--- src/vat_pkg.sv ---
// Constants, types and field layouts for the virtual address table walker.
// Assumes big-endian bit numbering in the control words: bit 0 is the MSB.
package vat_pkg;

   // -----------------------------------------------------------------
   // Clock and control field positions
   // -----------------------------------------------------------------
   localparam int unsigned CLOCK_PERIOD_NS = 25;
   // Control register 0, bit n sits at vector index 31-n
   localparam int unsigned CR0_PAGE_HI = 31 - 8;
   localparam int unsigned CR0_PAGE_LO = 31 - 9;
   localparam int unsigned CR0_SEG_HI  = 31 - 11;
   localparam int unsigned CR0_SEG_LO  = 31 - 12;
   localparam logic [1:0]  PAGE_2K     = 2'h1;
   localparam logic [1:0]  PAGE_4K     = 2'h2;
   localparam logic [1:0]  SEG_64K     = 2'h0;
   localparam logic [1:0]  SEG_1M      = 2'h2;
   // Control register 1: length bits 0-7, origin bits 8-25
   localparam int unsigned CR1_LEN_HI  = 31;
   localparam int unsigned CR1_LEN_LO  = 24;
   localparam int unsigned CR1_ORG_HI  = 23;
   localparam int unsigned CR1_ORG_LO  = 6;
   // Segment entry: length bits 0-3, origin bits 8-28, invalid bit 31
   localparam int unsigned STE_LEN_HI  = 31;
   localparam int unsigned STE_LEN_LO  = 28;
   localparam int unsigned STE_ORG_HI  = 23;
   localparam int unsigned STE_ORG_LO  = 3;
   localparam int unsigned STE_INV     = 0;
   // Page entry (16 bits): frame bits 0-12, invalid bit 13
   localparam int unsigned PTE_FRM_HI  = 15;
   localparam int unsigned PTE_FRM4_LO = 4;
   localparam int unsigned PTE_FRM2_LO = 3;
   localparam int unsigned PTE_INV     = 2;
   // Reset values and condition codes
   localparam logic [23:0] ADDR_RESET  = 24'h00_0000;
   localparam logic [31:0] WORD_RESET  = 32'h0000_0000;
   localparam logic [1:0]  CC_OK       = 2'h0;
   localparam logic [1:0]  CC_SEG_INV  = 2'h1;
   localparam logic [1:0]  CC_PAGE_INV = 2'h2;
   localparam logic [1:0]  CC_LENGTH   = 2'h3;

   // -----------------------------------------------------------------
   // Types
   // -----------------------------------------------------------------
   typedef enum logic [2:0] {
      OP_IFETCH    = 3'h0,
      OP_OPERAND   = 3'h1,
      OP_CHANNEL   = 3'h2,
      OP_TRANSLATE = 3'h3,
      OP_REFCLR    = 3'h4,
      OP_FLUSH     = 3'h5
   } op_t;

   typedef enum logic [2:0] {
      FLT_NONE = 3'h0,
      FLT_SPEC = 3'h1,
      FLT_SEG  = 3'h2,
      FLT_PAGE = 3'h3,
      FLT_PRIV = 3'h4
   } fault_t;

   typedef enum logic [3:0] {
      ST_IDLE  = 4'b0001,
      ST_SEGRD = 4'b0010,
      ST_PGRD  = 4'b0100,
      ST_SPARE = 4'b1000
   } state_t;

   typedef struct packed {
      op_t         op;
      logic [23:0] vaddr;
   } req_t;

   typedef struct packed {
      logic [23:0] addr;
      fault_t      fault;
      logic [1:0]  cc;
   } resp_t;

endpackage

--- src/virtual_translation_unit.sv ---
// Two-level segment/page table walker for program storage addresses.
// Assumes a processor request port and a real-storage read port that
// answers with memAck one or more cycles after memReq.
`timescale 1ns/10ps

module virtual_translation_unit (
   // Clock, reset, enable
   input  wire logic          clock,
   input  wire logic          rst_b,
   input  wire logic          clkEn,
   // Processor state and control registers
   input  wire logic          translationMode,
   input  wire logic          extendedControl,
   input  wire logic          problemState,
   input  wire logic [31:0]   translationControlReg,
   input  wire logic [31:0]   segTableReg,
   // Request port
   input  wire logic          reqValid,
   input  wire vat_pkg::req_t req,
   output logic               reqReady,
   // Answer port
   output logic               respValid,
   output vat_pkg::resp_t     resp,
   output logic               progInt,
   // Real storage read port
   output logic               memReq,
   output logic [23:0]        memAddr,
   output logic               memHalf,
   input  wire logic          memAck,
   input  wire logic [31:0]   memRdata
);
   import vat_pkg::*;

   // ----------------------------------------------------------------
   // Reset release
   // ----------------------------------------------------------------
   logic rstMeta;
   logic rstS;

   // Two-flop release of the asynchronous reset
   always_ff @(posedge clock or negedge rst_b) begin
      if (!rst_b) begin
         rstMeta <= 1'b0;
         rstS    <= 1'b0;
      end else begin
         rstMeta <= 1'b1;
         rstS    <= rstMeta;
      end
   end

   // ----------------------------------------------------------------
   // Address field split
   // ----------------------------------------------------------------
   logic [1:0]  pageSel;
   logic [1:0]  segSel;
   logic        specOk;
   logic        page4k;
   logic        segLarge;
   logic        take;
   logic        xlate;
   logic        privOp;
   req_t        cur;
   logic [7:0]  segIdx;
   logic [8:0]  pageIdx;
   logic [3:0]  pageTop;
   logic [23:0] steAddr;
   logic [23:0] pteAddr;
   logic [31:0] ste;

   // Size selects and their legality
   assign pageSel  = translationControlReg[CR0_PAGE_HI:CR0_PAGE_LO];
   assign segSel   = translationControlReg[CR0_SEG_HI:CR0_SEG_LO];
   assign page4k   = (pageSel == PAGE_4K);
   assign segLarge = (segSel == SEG_1M);
   assign specOk   = ((pageSel == PAGE_2K) || (pageSel == PAGE_4K))
                     && ((segSel == SEG_64K) || (segSel == SEG_1M));
   assign take     = clkEn && reqValid && reqReady;
   assign xlate    = translationMode && extendedControl;
   assign privOp   = (req.op == OP_TRANSLATE) || (req.op == OP_REFCLR) || (req.op == OP_FLUSH);

   // Segment and page index of the latched address
   always_comb begin
      segIdx  = segLarge ? {4'h0, cur.vaddr[23:20]} : cur.vaddr[23:16];
      pageIdx = 9'h000;
      pageTop = 4'h0;
      case ({segLarge, page4k})
         2'b00: begin
            pageIdx = {4'h0, cur.vaddr[15:11]};
            pageTop = pageIdx[4:1];
         end
         2'b01: begin
            pageIdx = {5'h00, cur.vaddr[15:12]};
            pageTop = pageIdx[3:0];
         end
         2'b10: begin
            pageIdx = cur.vaddr[19:11];
            pageTop = pageIdx[8:5];
         end
         default: begin
            pageIdx = {1'b0, cur.vaddr[19:12]};
            pageTop = pageIdx[7:4];
         end
      endcase
   end

   // Table entry addresses
   assign steAddr = {segTableReg[CR1_ORG_HI:CR1_ORG_LO], 6'h00}
                    + {14'h0000, segIdx, 2'h0};
   assign pteAddr = {ste[STE_ORG_HI:STE_ORG_LO], 3'h0}
                    + {14'h0000, pageIdx, 1'b0};

   // ----------------------------------------------------------------
   // Walk sequencer
   // ----------------------------------------------------------------
   state_t      state;
   state_t      next_state;
   req_t        next_cur;
   logic [31:0] next_ste;
   logic        next_reqReady;
   logic        next_respValid;
   resp_t       next_resp;
   logic        next_progInt;
   logic        next_memReq;
   logic [23:0] next_memAddr;
   logic        next_memHalf;
   logic        fin;
   fault_t      finFault;
   logic [1:0]  finCc;
   logic [23:0] finAddr;

   // Next-state and output computation
   always_comb begin
      next_state     = state;
      next_cur       = cur;
      next_ste       = ste;
      next_respValid = 1'b0;
      next_resp      = resp;
      next_progInt   = 1'b0;
      next_memReq    = memReq;
      next_memAddr   = memAddr;
      next_memHalf   = memHalf;
      fin            = 1'b0;
      finFault       = FLT_NONE;
      finCc          = CC_OK;
      finAddr        = ADDR_RESET;
      case (state)
         ST_IDLE: begin
            if (take) begin
               next_cur = req;
               if (privOp && problemState) begin
                  fin      = 1'b1;
                  finFault = FLT_PRIV;
               end else if ((req.op == OP_REFCLR) || (req.op == OP_FLUSH)) begin
                  fin = 1'b1;
               end else if ((req.op == OP_CHANNEL)
                            || ((req.op != OP_TRANSLATE) && !xlate)) begin
                  fin     = 1'b1;
                  finAddr = req.vaddr;
               end else if (!specOk) begin
                  fin      = 1'b1;
                  finFault = FLT_SPEC;
               end else begin
                  next_state = ST_SEGRD;
               end
            end
         end
         ST_SEGRD: begin
            if (segIdx[7:4] > segTableReg[CR1_LEN_HI:CR1_LEN_LO]) begin
               fin      = 1'b1;
               finFault = FLT_SEG;
               finCc    = CC_LENGTH;
            end else if (!memReq) begin
               next_memReq  = 1'b1;
               next_memAddr = steAddr;
               next_memHalf = 1'b0;
            end else if (memAck) begin
               next_memReq = 1'b0;
               next_ste    = memRdata;
               if (memRdata[STE_INV]) begin
                  fin      = 1'b1;
                  finFault = FLT_SEG;
                  finCc    = CC_SEG_INV;
               end else begin
                  next_state = ST_PGRD;
               end
            end
         end
         ST_PGRD: begin
            if (pageTop > ste[STE_LEN_HI:STE_LEN_LO]) begin
               fin      = 1'b1;
               finFault = FLT_PAGE;
               finCc    = CC_LENGTH;
            end else if (!memReq) begin
               next_memReq  = 1'b1;
               next_memAddr = pteAddr;
               next_memHalf = 1'b1;
            end else if (memAck) begin
               next_memReq = 1'b0;
               fin         = 1'b1;
               if (memRdata[PTE_INV]) begin
                  finFault = FLT_PAGE;
                  finCc    = CC_PAGE_INV;
               end else if (page4k) begin
                  finAddr = {memRdata[PTE_FRM_HI:PTE_FRM4_LO], cur.vaddr[11:0]};
               end else begin
                  finAddr = {memRdata[PTE_FRM_HI:PTE_FRM2_LO], cur.vaddr[10:0]};
               end
            end
         end
         default: begin
            next_state = ST_IDLE;
         end
      endcase
      if (fin) begin
         next_state     = ST_IDLE;
         next_memReq    = 1'b0;
         next_respValid = 1'b1;
         next_resp.addr = finAddr;
         next_resp.fault = finFault;
         // Explicit walks report table faults by condition code only
         if ((next_cur.op == OP_TRANSLATE) && ((finFault == FLT_SEG) || (finFault == FLT_PAGE))) begin
            next_resp.cc = finCc;
         end else begin
            next_resp.cc = CC_OK;
            next_progInt = (finFault != FLT_NONE);
         end
      end
      next_reqReady = (next_state == ST_IDLE);
   end

   // State registers, frozen while the enable is low
   always_ff @(posedge clock or negedge rstS) begin
      if (!rstS) begin
         state     <= ST_IDLE;
         cur       <= '{op: OP_IFETCH, vaddr: ADDR_RESET};
         ste       <= WORD_RESET;
         reqReady  <= 1'b0;
         respValid <= 1'b0;
         resp      <= '{addr: ADDR_RESET, fault: FLT_NONE, cc: CC_OK};
         progInt   <= 1'b0;
         memReq    <= 1'b0;
         memAddr   <= ADDR_RESET;
         memHalf   <= 1'b0;
      end else if (clkEn) begin
         state     <= next_state;
         cur       <= next_cur;
         ste       <= next_ste;
         reqReady  <= next_reqReady;
         respValid <= next_respValid;
         resp      <= next_resp;
         progInt   <= next_progInt;
         memReq    <= next_memReq;
         memAddr   <= next_memAddr;
         memHalf   <= next_memHalf;
      end
   end

   // ----------------------------------------------------------------
   // Checks
   // ----------------------------------------------------------------
   // Inactive translation passes the address straight through
   property p_pass;
      @(posedge clock) disable iff (!rstS)
      (take && !xlate && ((req.op == OP_IFETCH) || (req.op == OP_OPERAND)))
      |=> (respValid && (resp.addr == $past(req.vaddr)) && !progInt);
   endproperty
   a_pass: assert property (p_pass) else $error("pass-through address wrong");

   // Channel addresses are real even with translation on
   property p_chan;
      @(posedge clock) disable iff (!rstS)
      (take && (req.op == OP_CHANNEL)) |=> (respValid && (resp.addr == $past(req.vaddr)));
   endproperty
   a_chan: assert property (p_chan) else $error("channel address altered");

   // Bad size encoding interrupts before any table read
   property p_spec;
      @(posedge clock) disable iff (!rstS)
      (take && xlate && !specOk && !problemState && (req.op == OP_OPERAND))
      |=> (progInt && (resp.fault == FLT_SPEC) && !memReq);
   endproperty
   a_spec: assert property (p_spec) else $error("specification fault missed");

   // A pending storage read holds its address until answered
   property p_hold;
      @(posedge clock) disable iff (!rstS)
      (memReq && !memAck && clkEn) |=> (memReq && $stable(memAddr) && !respValid);
   endproperty
   a_hold: assert property (p_hold) else $error("storage read dropped");

   // Invalid segment entry ends the walk with a segment fault
   property p_segInv;
      @(posedge clock) disable iff (!rstS)
      (clkEn && (state == ST_SEGRD) && memReq && memAck && memRdata[STE_INV])
      |=> (respValid && (resp.fault == FLT_SEG) && (state == ST_IDLE));
   endproperty
   a_segInv: assert property (p_segInv) else $error("segment fault missed");

   // Invalid page entry ends the walk with a page fault
   property p_pageInv;
      @(posedge clock) disable iff (!rstS)
      (clkEn && (state == ST_PGRD) && memReq && memAck && memRdata[PTE_INV])
      |=> (respValid && (resp.fault == FLT_PAGE));
   endproperty
   a_pageInv: assert property (p_pageInv) else $error("page fault missed");

   // Explicit walks never interrupt on table faults
   property p_explicit;
      @(posedge clock) disable iff (!rstS)
      (respValid && (cur.op == OP_TRANSLATE) && ((resp.fault == FLT_SEG) || (resp.fault == FLT_PAGE)))
      |-> (!progInt && (resp.cc != CC_OK));
   endproperty
   a_explicit: assert property (p_explicit) else $error("explicit fault interrupted");

   // Implicit table faults always interrupt
   property p_implicit;
      @(posedge clock) disable iff (!rstS)
      (respValid && (cur.op != OP_TRANSLATE) && (resp.fault != FLT_NONE)) |-> progInt;
   endproperty
   a_implicit: assert property (p_implicit) else $error("fault not delivered");

   // Segment read goes to origin*64 plus index*4
   property p_steAddr;
      @(posedge clock) disable iff (!rstS)
      (clkEn && (state == ST_SEGRD) && !memReq && !respValid) |=> (!memReq || (memAddr == $past(steAddr)));
   endproperty
   a_steAddr: assert property (p_steAddr) else $error("segment entry address wrong");

   // Privileged ops from problem state are refused
   property p_priv;
      @(posedge clock) disable iff (!rstS)
      (take && privOp && problemState) |=> (progInt && (resp.fault == FLT_PRIV));
   endproperty
   a_priv: assert property (p_priv) else $error("privileged op accepted");

endmodule

--- config.mk ---
export PLATFORM = sky130hd
export DESIGN_NAME = virtual_translation_unit
export DESIGN_NICKNAME = d
export VERILOG_FILES = /design/src/vat_pkg.sv /design/src/virtual_translation_unit.sv
export SDC_FILE = /design/constraint.sdc
export NUM_CORES = 1
export LEC_CHECK = 0
export BUFFER_PORTS_ARGS = -buffer_cell sky130_fd_sc_hd__buf_4
export CORE_MARGIN = 2
export CORE_UTILIZATION = 45
export DETAILED_ROUTE_END_ITERATION = 7
export HOLD_SLACK_MARGIN = 0.12
export PLACE_DENSITY_LB_ADDON = 0.15
export SETUP_SLACK_MARGIN = 0.02
export SYNTH_ARGS = -nofsm -noshare
export SYNTH_HDL_FRONTEND = slang
export SYNTH_SLANG_ARGS = --single-unit
--- constraint.sdc ---
create_clock -name clock -period 8.3 [get_ports clock]
set_input_delay 0.83 -clock clock [delete_from_list [all_inputs] [get_ports clock]]
set_output_delay 0.83 -clock clock [all_outputs]
set_load 0.02 [all_outputs]
Yosys cells after proc, flatten, opt, wreduce, memory -nomap -nowiden

Index checks and enable logic that the tools add are counted.

Flip-flop bits (word level): 123
Input port bits: 131
Output and inout port bits: 58
Logic and storage cells: 151

Add/subtract/negate cells: 2
Order comparisons: 2
Equal/unequal tests: 23
Muxes and demuxes: 82
Bitwise gates (word level): 1
Reduce and logical (&&, ||, !) cells: 26

Operators by type and width:

| operator                                                              | number |
|---|---|
| 24-bit 2-to-1 mux                                                     | 12 |
| 24-bit one-hot mux with 2 select lines                                | 2 |
| 27-bit 2-to-1 mux                                                     | 2 |
| 24-bit by 10-bit adder with 24-bit output                             | 2 |
| 4-bit 2-to-1 mux                                                      | 11 |
| 1-bit 2-to-1 mux                                                      | 30 |
| 2-bit 2-to-1 mux                                                      | 14 |
| 9-bit one-hot mux with 3 select lines                                 | 1 |
| 3-bit by 2-bit equality test with 1-bit output, second input constant | 5 |
| 12-bit 2-to-1 mux                                                     | 1 |
| 4-bit one-hot mux with 3 select lines                                 | 1 |
| 3-bit one-hot mux with 3 select lines                                 | 1 |
| 4-bit by 1-bit equality test with 1-bit output, second input constant | 2 |
| 4-bit by 8-bit > comparator with 1-bit output                         | 1 |
| 8-bit 2-to-1 mux                                                      | 1 |
| 2-bit != test, second input constant                                  | 4 |
| 1-bit logical AND                                                     | 7 |
| 1-bit logical OR                                                      | 7 |
| 2-bit equality test, second input constant                            | 3 |
| 3-bit equality test, second input constant                            | 2 |
| 3-bit 2-to-1 mux                                                      | 2 |
| 3-bit != test, second input constant                                  | 2 |
| 6-bit AND reduction                                                   | 1 |
| 3-bit nonzero test                                                    | 2 |
| other kinds (17)                                                      | 20 |

Logic depth before layout (Yosys ltp)

Depth in word-level cells: 14
Depth in mapped cells: 14
Mapped depth without buffers: 11

Worst setup path after synthesis

Ideal clock, no wire load.

Path kind: input -> register
From: in translationControlReg[22]
To: reg memAddr[11]
Library setup time: 0.125 ns
Data arrival time: 3.644 ns
Data required time: 8.175 ns
Path slack: 4.531 ns
Cell stages on the path: 12
Path buffers: 1
Path through: inv_1 -> ha_1 -> buf_1 -> mux2_2 -> ha_1 -> fa_1 -> a211oi_1 -> o21ai_1 -> a31o_2 -> a21oi_1 -> a31oi_1 -> mux2_2

Cells in the longest elaborated chain, start to end: 7
Elaborated cells between the ends (all ways): 14
Those cells by class: 1 x add/sub; 1 x order compare; 4 x eq/ne; 5 x mux; 3 x reduce/logical

Ends and longest elaborated chain:

| element                                                                              | RTL line                                                         | RTL |
|---|---|---|
| start, declared                                                                      | virtual_translation_unit.sv:15                                   | `input wire logic [31:0] translationControlReg,` |
| 2-bit equality test *                                                                | virtual_translation_unit.sv:73                                   | `assign page4k = (pageSel == PAGE_4K);` |
| 2-bit equality test (tied with other cells)                                          | virtual_translation_unit.sv:86                                   | `case ({segLarge, page4k})` |
| 9-bit one-hot mux with 3 select lines / 2-bit OR reduction (equally long branches)   | --                                                               |  |
| 24-bit by 10-bit adder with 24-bit output / 4-bit 2-to-1 mux (equally long branches) | virtual_translation_unit.sv:110, virtual_translation_unit.sv:86  |  |
| 24-bit 2-to-1 mux / 4-bit > comparator (equally long branches)                       | virtual_translation_unit.sv:193, virtual_translation_unit.sv:189 |  |
| 24-bit 2-to-1 mux / 2-bit != test (equally long branches)                            | --                                                               |  |
| 24-bit one-hot mux with 2 select lines / 6-bit AND reduction (equally long branches) | --                                                               |  |
| end signal, assigned                                                                 | virtual_translation_unit.sv:253                                  | `memAddr <= next_memAddr;` |
| end, declared                                                                        | virtual_translation_unit.sv:27                                   | `output logic [23:0] memAddr,` |

Mark *: on every way between the ends. The rest lies on a longest branch, timed or not. The select of a mux whose other input is x is not followed.
A chain may end at the register's enable or synchronous reset.

Worst setup path in the final report

From: in translationControlReg[19]
To: reg resp[19] (netlist name)

Cells in the longest elaborated chain, start to end: 10
Elaborated cells between the ends (all ways): 22
Those cells by class: 2 x order compare; 2 x eq/ne; 12 x mux; 6 x reduce/logical

Ends and longest elaborated chain:

| element                                                                     | RTL line                        | RTL |
|---|---|---|
| parallel branches: the longest is 10 deep, another holds 4-bit > comparator | --                              |  |
| end signal, assigned                                                        | virtual_translation_unit.sv:239 | `resp <= '{addr: ADDR_RESET, fault: FLT_NONE, cc: CC_OK};` |
| end signal, assigned                                                        | virtual_translation_unit.sv:250 | `resp <= next_resp;` |
| end, declared                                                               | virtual_translation_unit.sv:23  | `output vat_pkg::resp_t resp,` |

Parallel ways; which one is timed is not known.

==> key figures <==
Logic synthesis
  – Count of cell types in the netlist: 83
  – Synthesized area: around 6900 µm²
  – Ys async rst share: 100.0%
  – Post-synth top area share: slightly above 40%
  – EDFF count, synth: 0
  – Post-synth top flop: dfrtp_1
  – Area leader, netlist: dfrtp_1
  – YS warnings: 0
  – Count leader, synth: dfrtp_1
  – Mean area per synthesized cell: between 10 and 15 µm²
  – Syn_nets: 780
  – Register area share after synthesis: 41.78%
  – Top cells by area, synth: dfrtp_1 41%, mux2_2 16%, a32o_1 3.5%
  – Synth cell count leaders: 114 x dfrtp_1, 96 x mux2_2, 50 x nand2_1
  – FF+latch count, synth: ~120
  – Mapped Cells: between 600 and 700

Placed design
  – Detailed Place HPWL: between 10000 and 15000 µm
  – Gp weighted congestion: 0.8693
  – Port-buffer cells: 148
  – Cell total after placement: roughly 940
  – Total placed instance area: ~8100 µm²

Die
  – DIE AREA: 16320 µm²
  – Starting Density: 45.67%
  – I/O pin cnt: 189
  – Core box area: roughly 15000 µm²
  – # rows: between 40 and 50
  – Die Ht: 127.8 µm
  – Die Wd: roughly 130 µm

STA
  – Slew HR: a little under a quarter
  – Fin Hold WS: approximately 0.19 ns
  – Worst Skew: approximately 0.012 ns
  – Final Hold Fails: 0
  – Setup_tns: 0 ns
  – RSZ-0062 raised after global routing: false
  – Fin. max-slew vios: 0
  – Fin crit share: 51.89%
  – Crit path time final: 4.307 ns
  – Fmax: 232.2 MHz
  – Actual slew at the worst max-slew pin: about 1.1 ns
  – Final setup viols: 0

Final layout
  – Nets: 918
  – Design area: 8682 µm²
  – Final Core Density: between 50 and 60%
  – Diodes inserted: 0
  – Final Non-Filler Cells: a little under 1000
  – Share of layout cells above drive strength 1: just under 40%
  – Synthesis-to-finish area growth: 25.98%

CTS
  – CTS Hold Bufs: 0
  – Clk Latency, worst-skew pair: 0.42 ns
  – Cts bufs inserted: 17
  – CTS H-tree depth: 4
  – Setup Buffers After CTS: 0
  – CTS Buffer Depth: 2
  – CTS clk-pin slew, worst paths: roughly 0.05 ns
  – Clk sinks: about 120
  – # resized after CTS: 0
  – Clock root cell: clkbuf_16
  – CTS tree: done

Drt
  – DR DRC count: 0
  – Final wirelength: between 15000 and 20000 µm
  – Routed wire length per instance: around 19 µm
  – Initial drt markers: around 310
  – Via Count: around 5700
  – Post-route ant nets: 0
  – Vias per cell: 5.850
  – TritonRoute pass-1 iters: 8

Setup path
  – Critical-path cell list: buf_4, nand2b_1, and2_1, ha_1, nor2b_1, a31oi_2, o31ai_4, nand4b_4, a21oi_4, mux2_2
  – WP data arrival: ~4.6 ns
  – Worst Setup End Kind: register
  – R2r setup slk: ~4.8 ns
  – Crit path launch type: input port
  – Crit path kind: in -> reg
  – RR Startpoint: state[1]$_DFFE_PN0P_
  – Largest delay share family, worst path: simple AND/OR/NAND/NOR gates
  – Reg2reg end: resp[19]$_DFFE_PN0P_
  – Worst setup path startpoint: translationControlReg[19]
  – Worst Path Buf+Inv: 1
  – Slowest-stage cell, CP: a21oi_4
  – CP max stage delay: ~0.95 ns
  – Worst-path maximum fanout: 30
  – WP data required: around 8.6 ns
  – FF-to-FF path depth: 6

Global route
  – Pin count of the biggest net entering global routing: 85
  – First-pass GRT wire length: just under 30000 µm
  – GRT overflow: 0
  – Initial antenna violation count: 0
  – All-Layer GR Usage: a little under a quarter
  – Vias in the first global route: ~5500

Run status
  – Status: complete, no violations

Power and ir drop
  – Leakage Power: 4.089 nW
  – Pwr/cell area: between 150 and 200 nW/µm²
  – Worst vdd ir: approximately 0.14 mV

Run
  – Number of max-cap violations: 0

Hold path
  – Hold Path Class: in -> async
state kept, by name, indices dropped and copies added, names as in the netlist:
| register | count |
|---|---|
| rstS | 1 |
| resp | 29 |
| progInt | 1 |
| state | 4 |
| cur | 27 |
| ste | 25 |
| memReq | 1 |
| reqReady | 1 |
| memAddr | 23 |
| rstMeta | 1 |
| respValid | 1 |
| memHalf | 1 |
power breakdown:
| group | leakage (nW) | switching [W] | internal, W | total (W) |
|---|---|---|---|---|
| sequential | 1.50 | 0.0000405 | 0.000607 | 0.000647 |
| clock | 0.292 | 0.000259 | 0.000500 | 0.000759 |
| combinational | 2.29 | 0.000159 | 0.000142 | 0.000301 |
stage by stage:
stage | total power [W] | worst slack, ns
global route | 0.001786 | 3.788
global placement | 0.0009487 | 3.650
finish | 0.001708 | 3.993
floorplan | 0.0008339 | 4.531
detailed placement | 0.0009580 | 3.566
CTS | 0.001725 | 4.005
placed cells by master, fill, tap and decap left out, types with 5 or more instances in the layout:
master,synthesis,final
a211oi_1,9,9
a21oi_1,15,15
a31oi_1,17,17
a32o_1,24,24
and2_1,5,5
and3_1,8,8
buf_4,6,153
clkbuf_1,12,5
clkbuf_16,0,17
dfrtp_1,114,113
ha_1,17,17
inv_1,18,18
mux2_2,96,96
mux2i_1,16,16
nand2_1,50,50
nand3_1,17,17
nand4_1,17,17
nor2_1,29,29
nor2b_1,8,8
nor3_1,7,7
o211ai_1,5,5
o21ai_0,17,17
xnor2_1,6,6
xor2_1,12,12
worst max-delay path by stage:
stage	end	slack, ns	cells past startpoint
final	resp[19]$_DFFE_PN0P_	3.99	10
after global routing	resp[19]$_DFFE_PN0P_	3.79	10
after CTS	resp[19]$_DFFE_PN0P_	4.01	10
after detailed placement	resp[19]$_DFFE_PN0P_	3.57	10
after global placement	resp[20]$_DFFE_PN0P_	3.65	10
after floorplan	memAddr[11]$_DFFE_PN0P_	4.53	12
kinds of logic (layout without fill, tap and decap cells):
| kind of cell | Yosys count | count (layout) | share of synthesized area [%] |
|---|---|---|---|
| mux | 114 | 114 | 18.45 |
| buf+inv | 52 | 202 | 4.230 |
| other cells | 2 | 2 | 0.1090 |
| fa+ha+maj | 19 | 19 | 3.522 |
| xor+xnor | 19 | 19 | 2.614 |
| compound gates | 136 | 136 | 15.67 |
| simple gates | 174 | 174 | 13.63 |
| flops | 115 | 115 | 41.78 |
final cells by class:
class,instances,area [µm²]
clock buffers,22,444.2
clock inverters,9,156.4
fillers,1338,6407
inverters,18,67.56
multi-input cells,464,3747
flip-flops and latches,115,2883
well taps,188,235.2
repair buffers,153,1149
worst reg2reg max path, cell delays in order (launching register included):
cell	delay [ns]
dfrtp_1	0.45
and4b_1	0.29
and3_2	0.91
o31a_1	0.33
a2111oi_4	0.08
a21oi_4	0.89
mux2_2	0.44
layer usage:
metal | share of wire, % | vias to the layer above | GRT usage (%)
met5 | 0 | - | 0
met4 | 2.8 | 0 | 8.920
met3 | 6.1 | 32 | 6.720
met2 | 47 | 165 | 36.77
met1 | 44 | 2800 | 30.24
li1 | - | 2672 | -
Note: power is estimated with default switching activity, not from simulation.
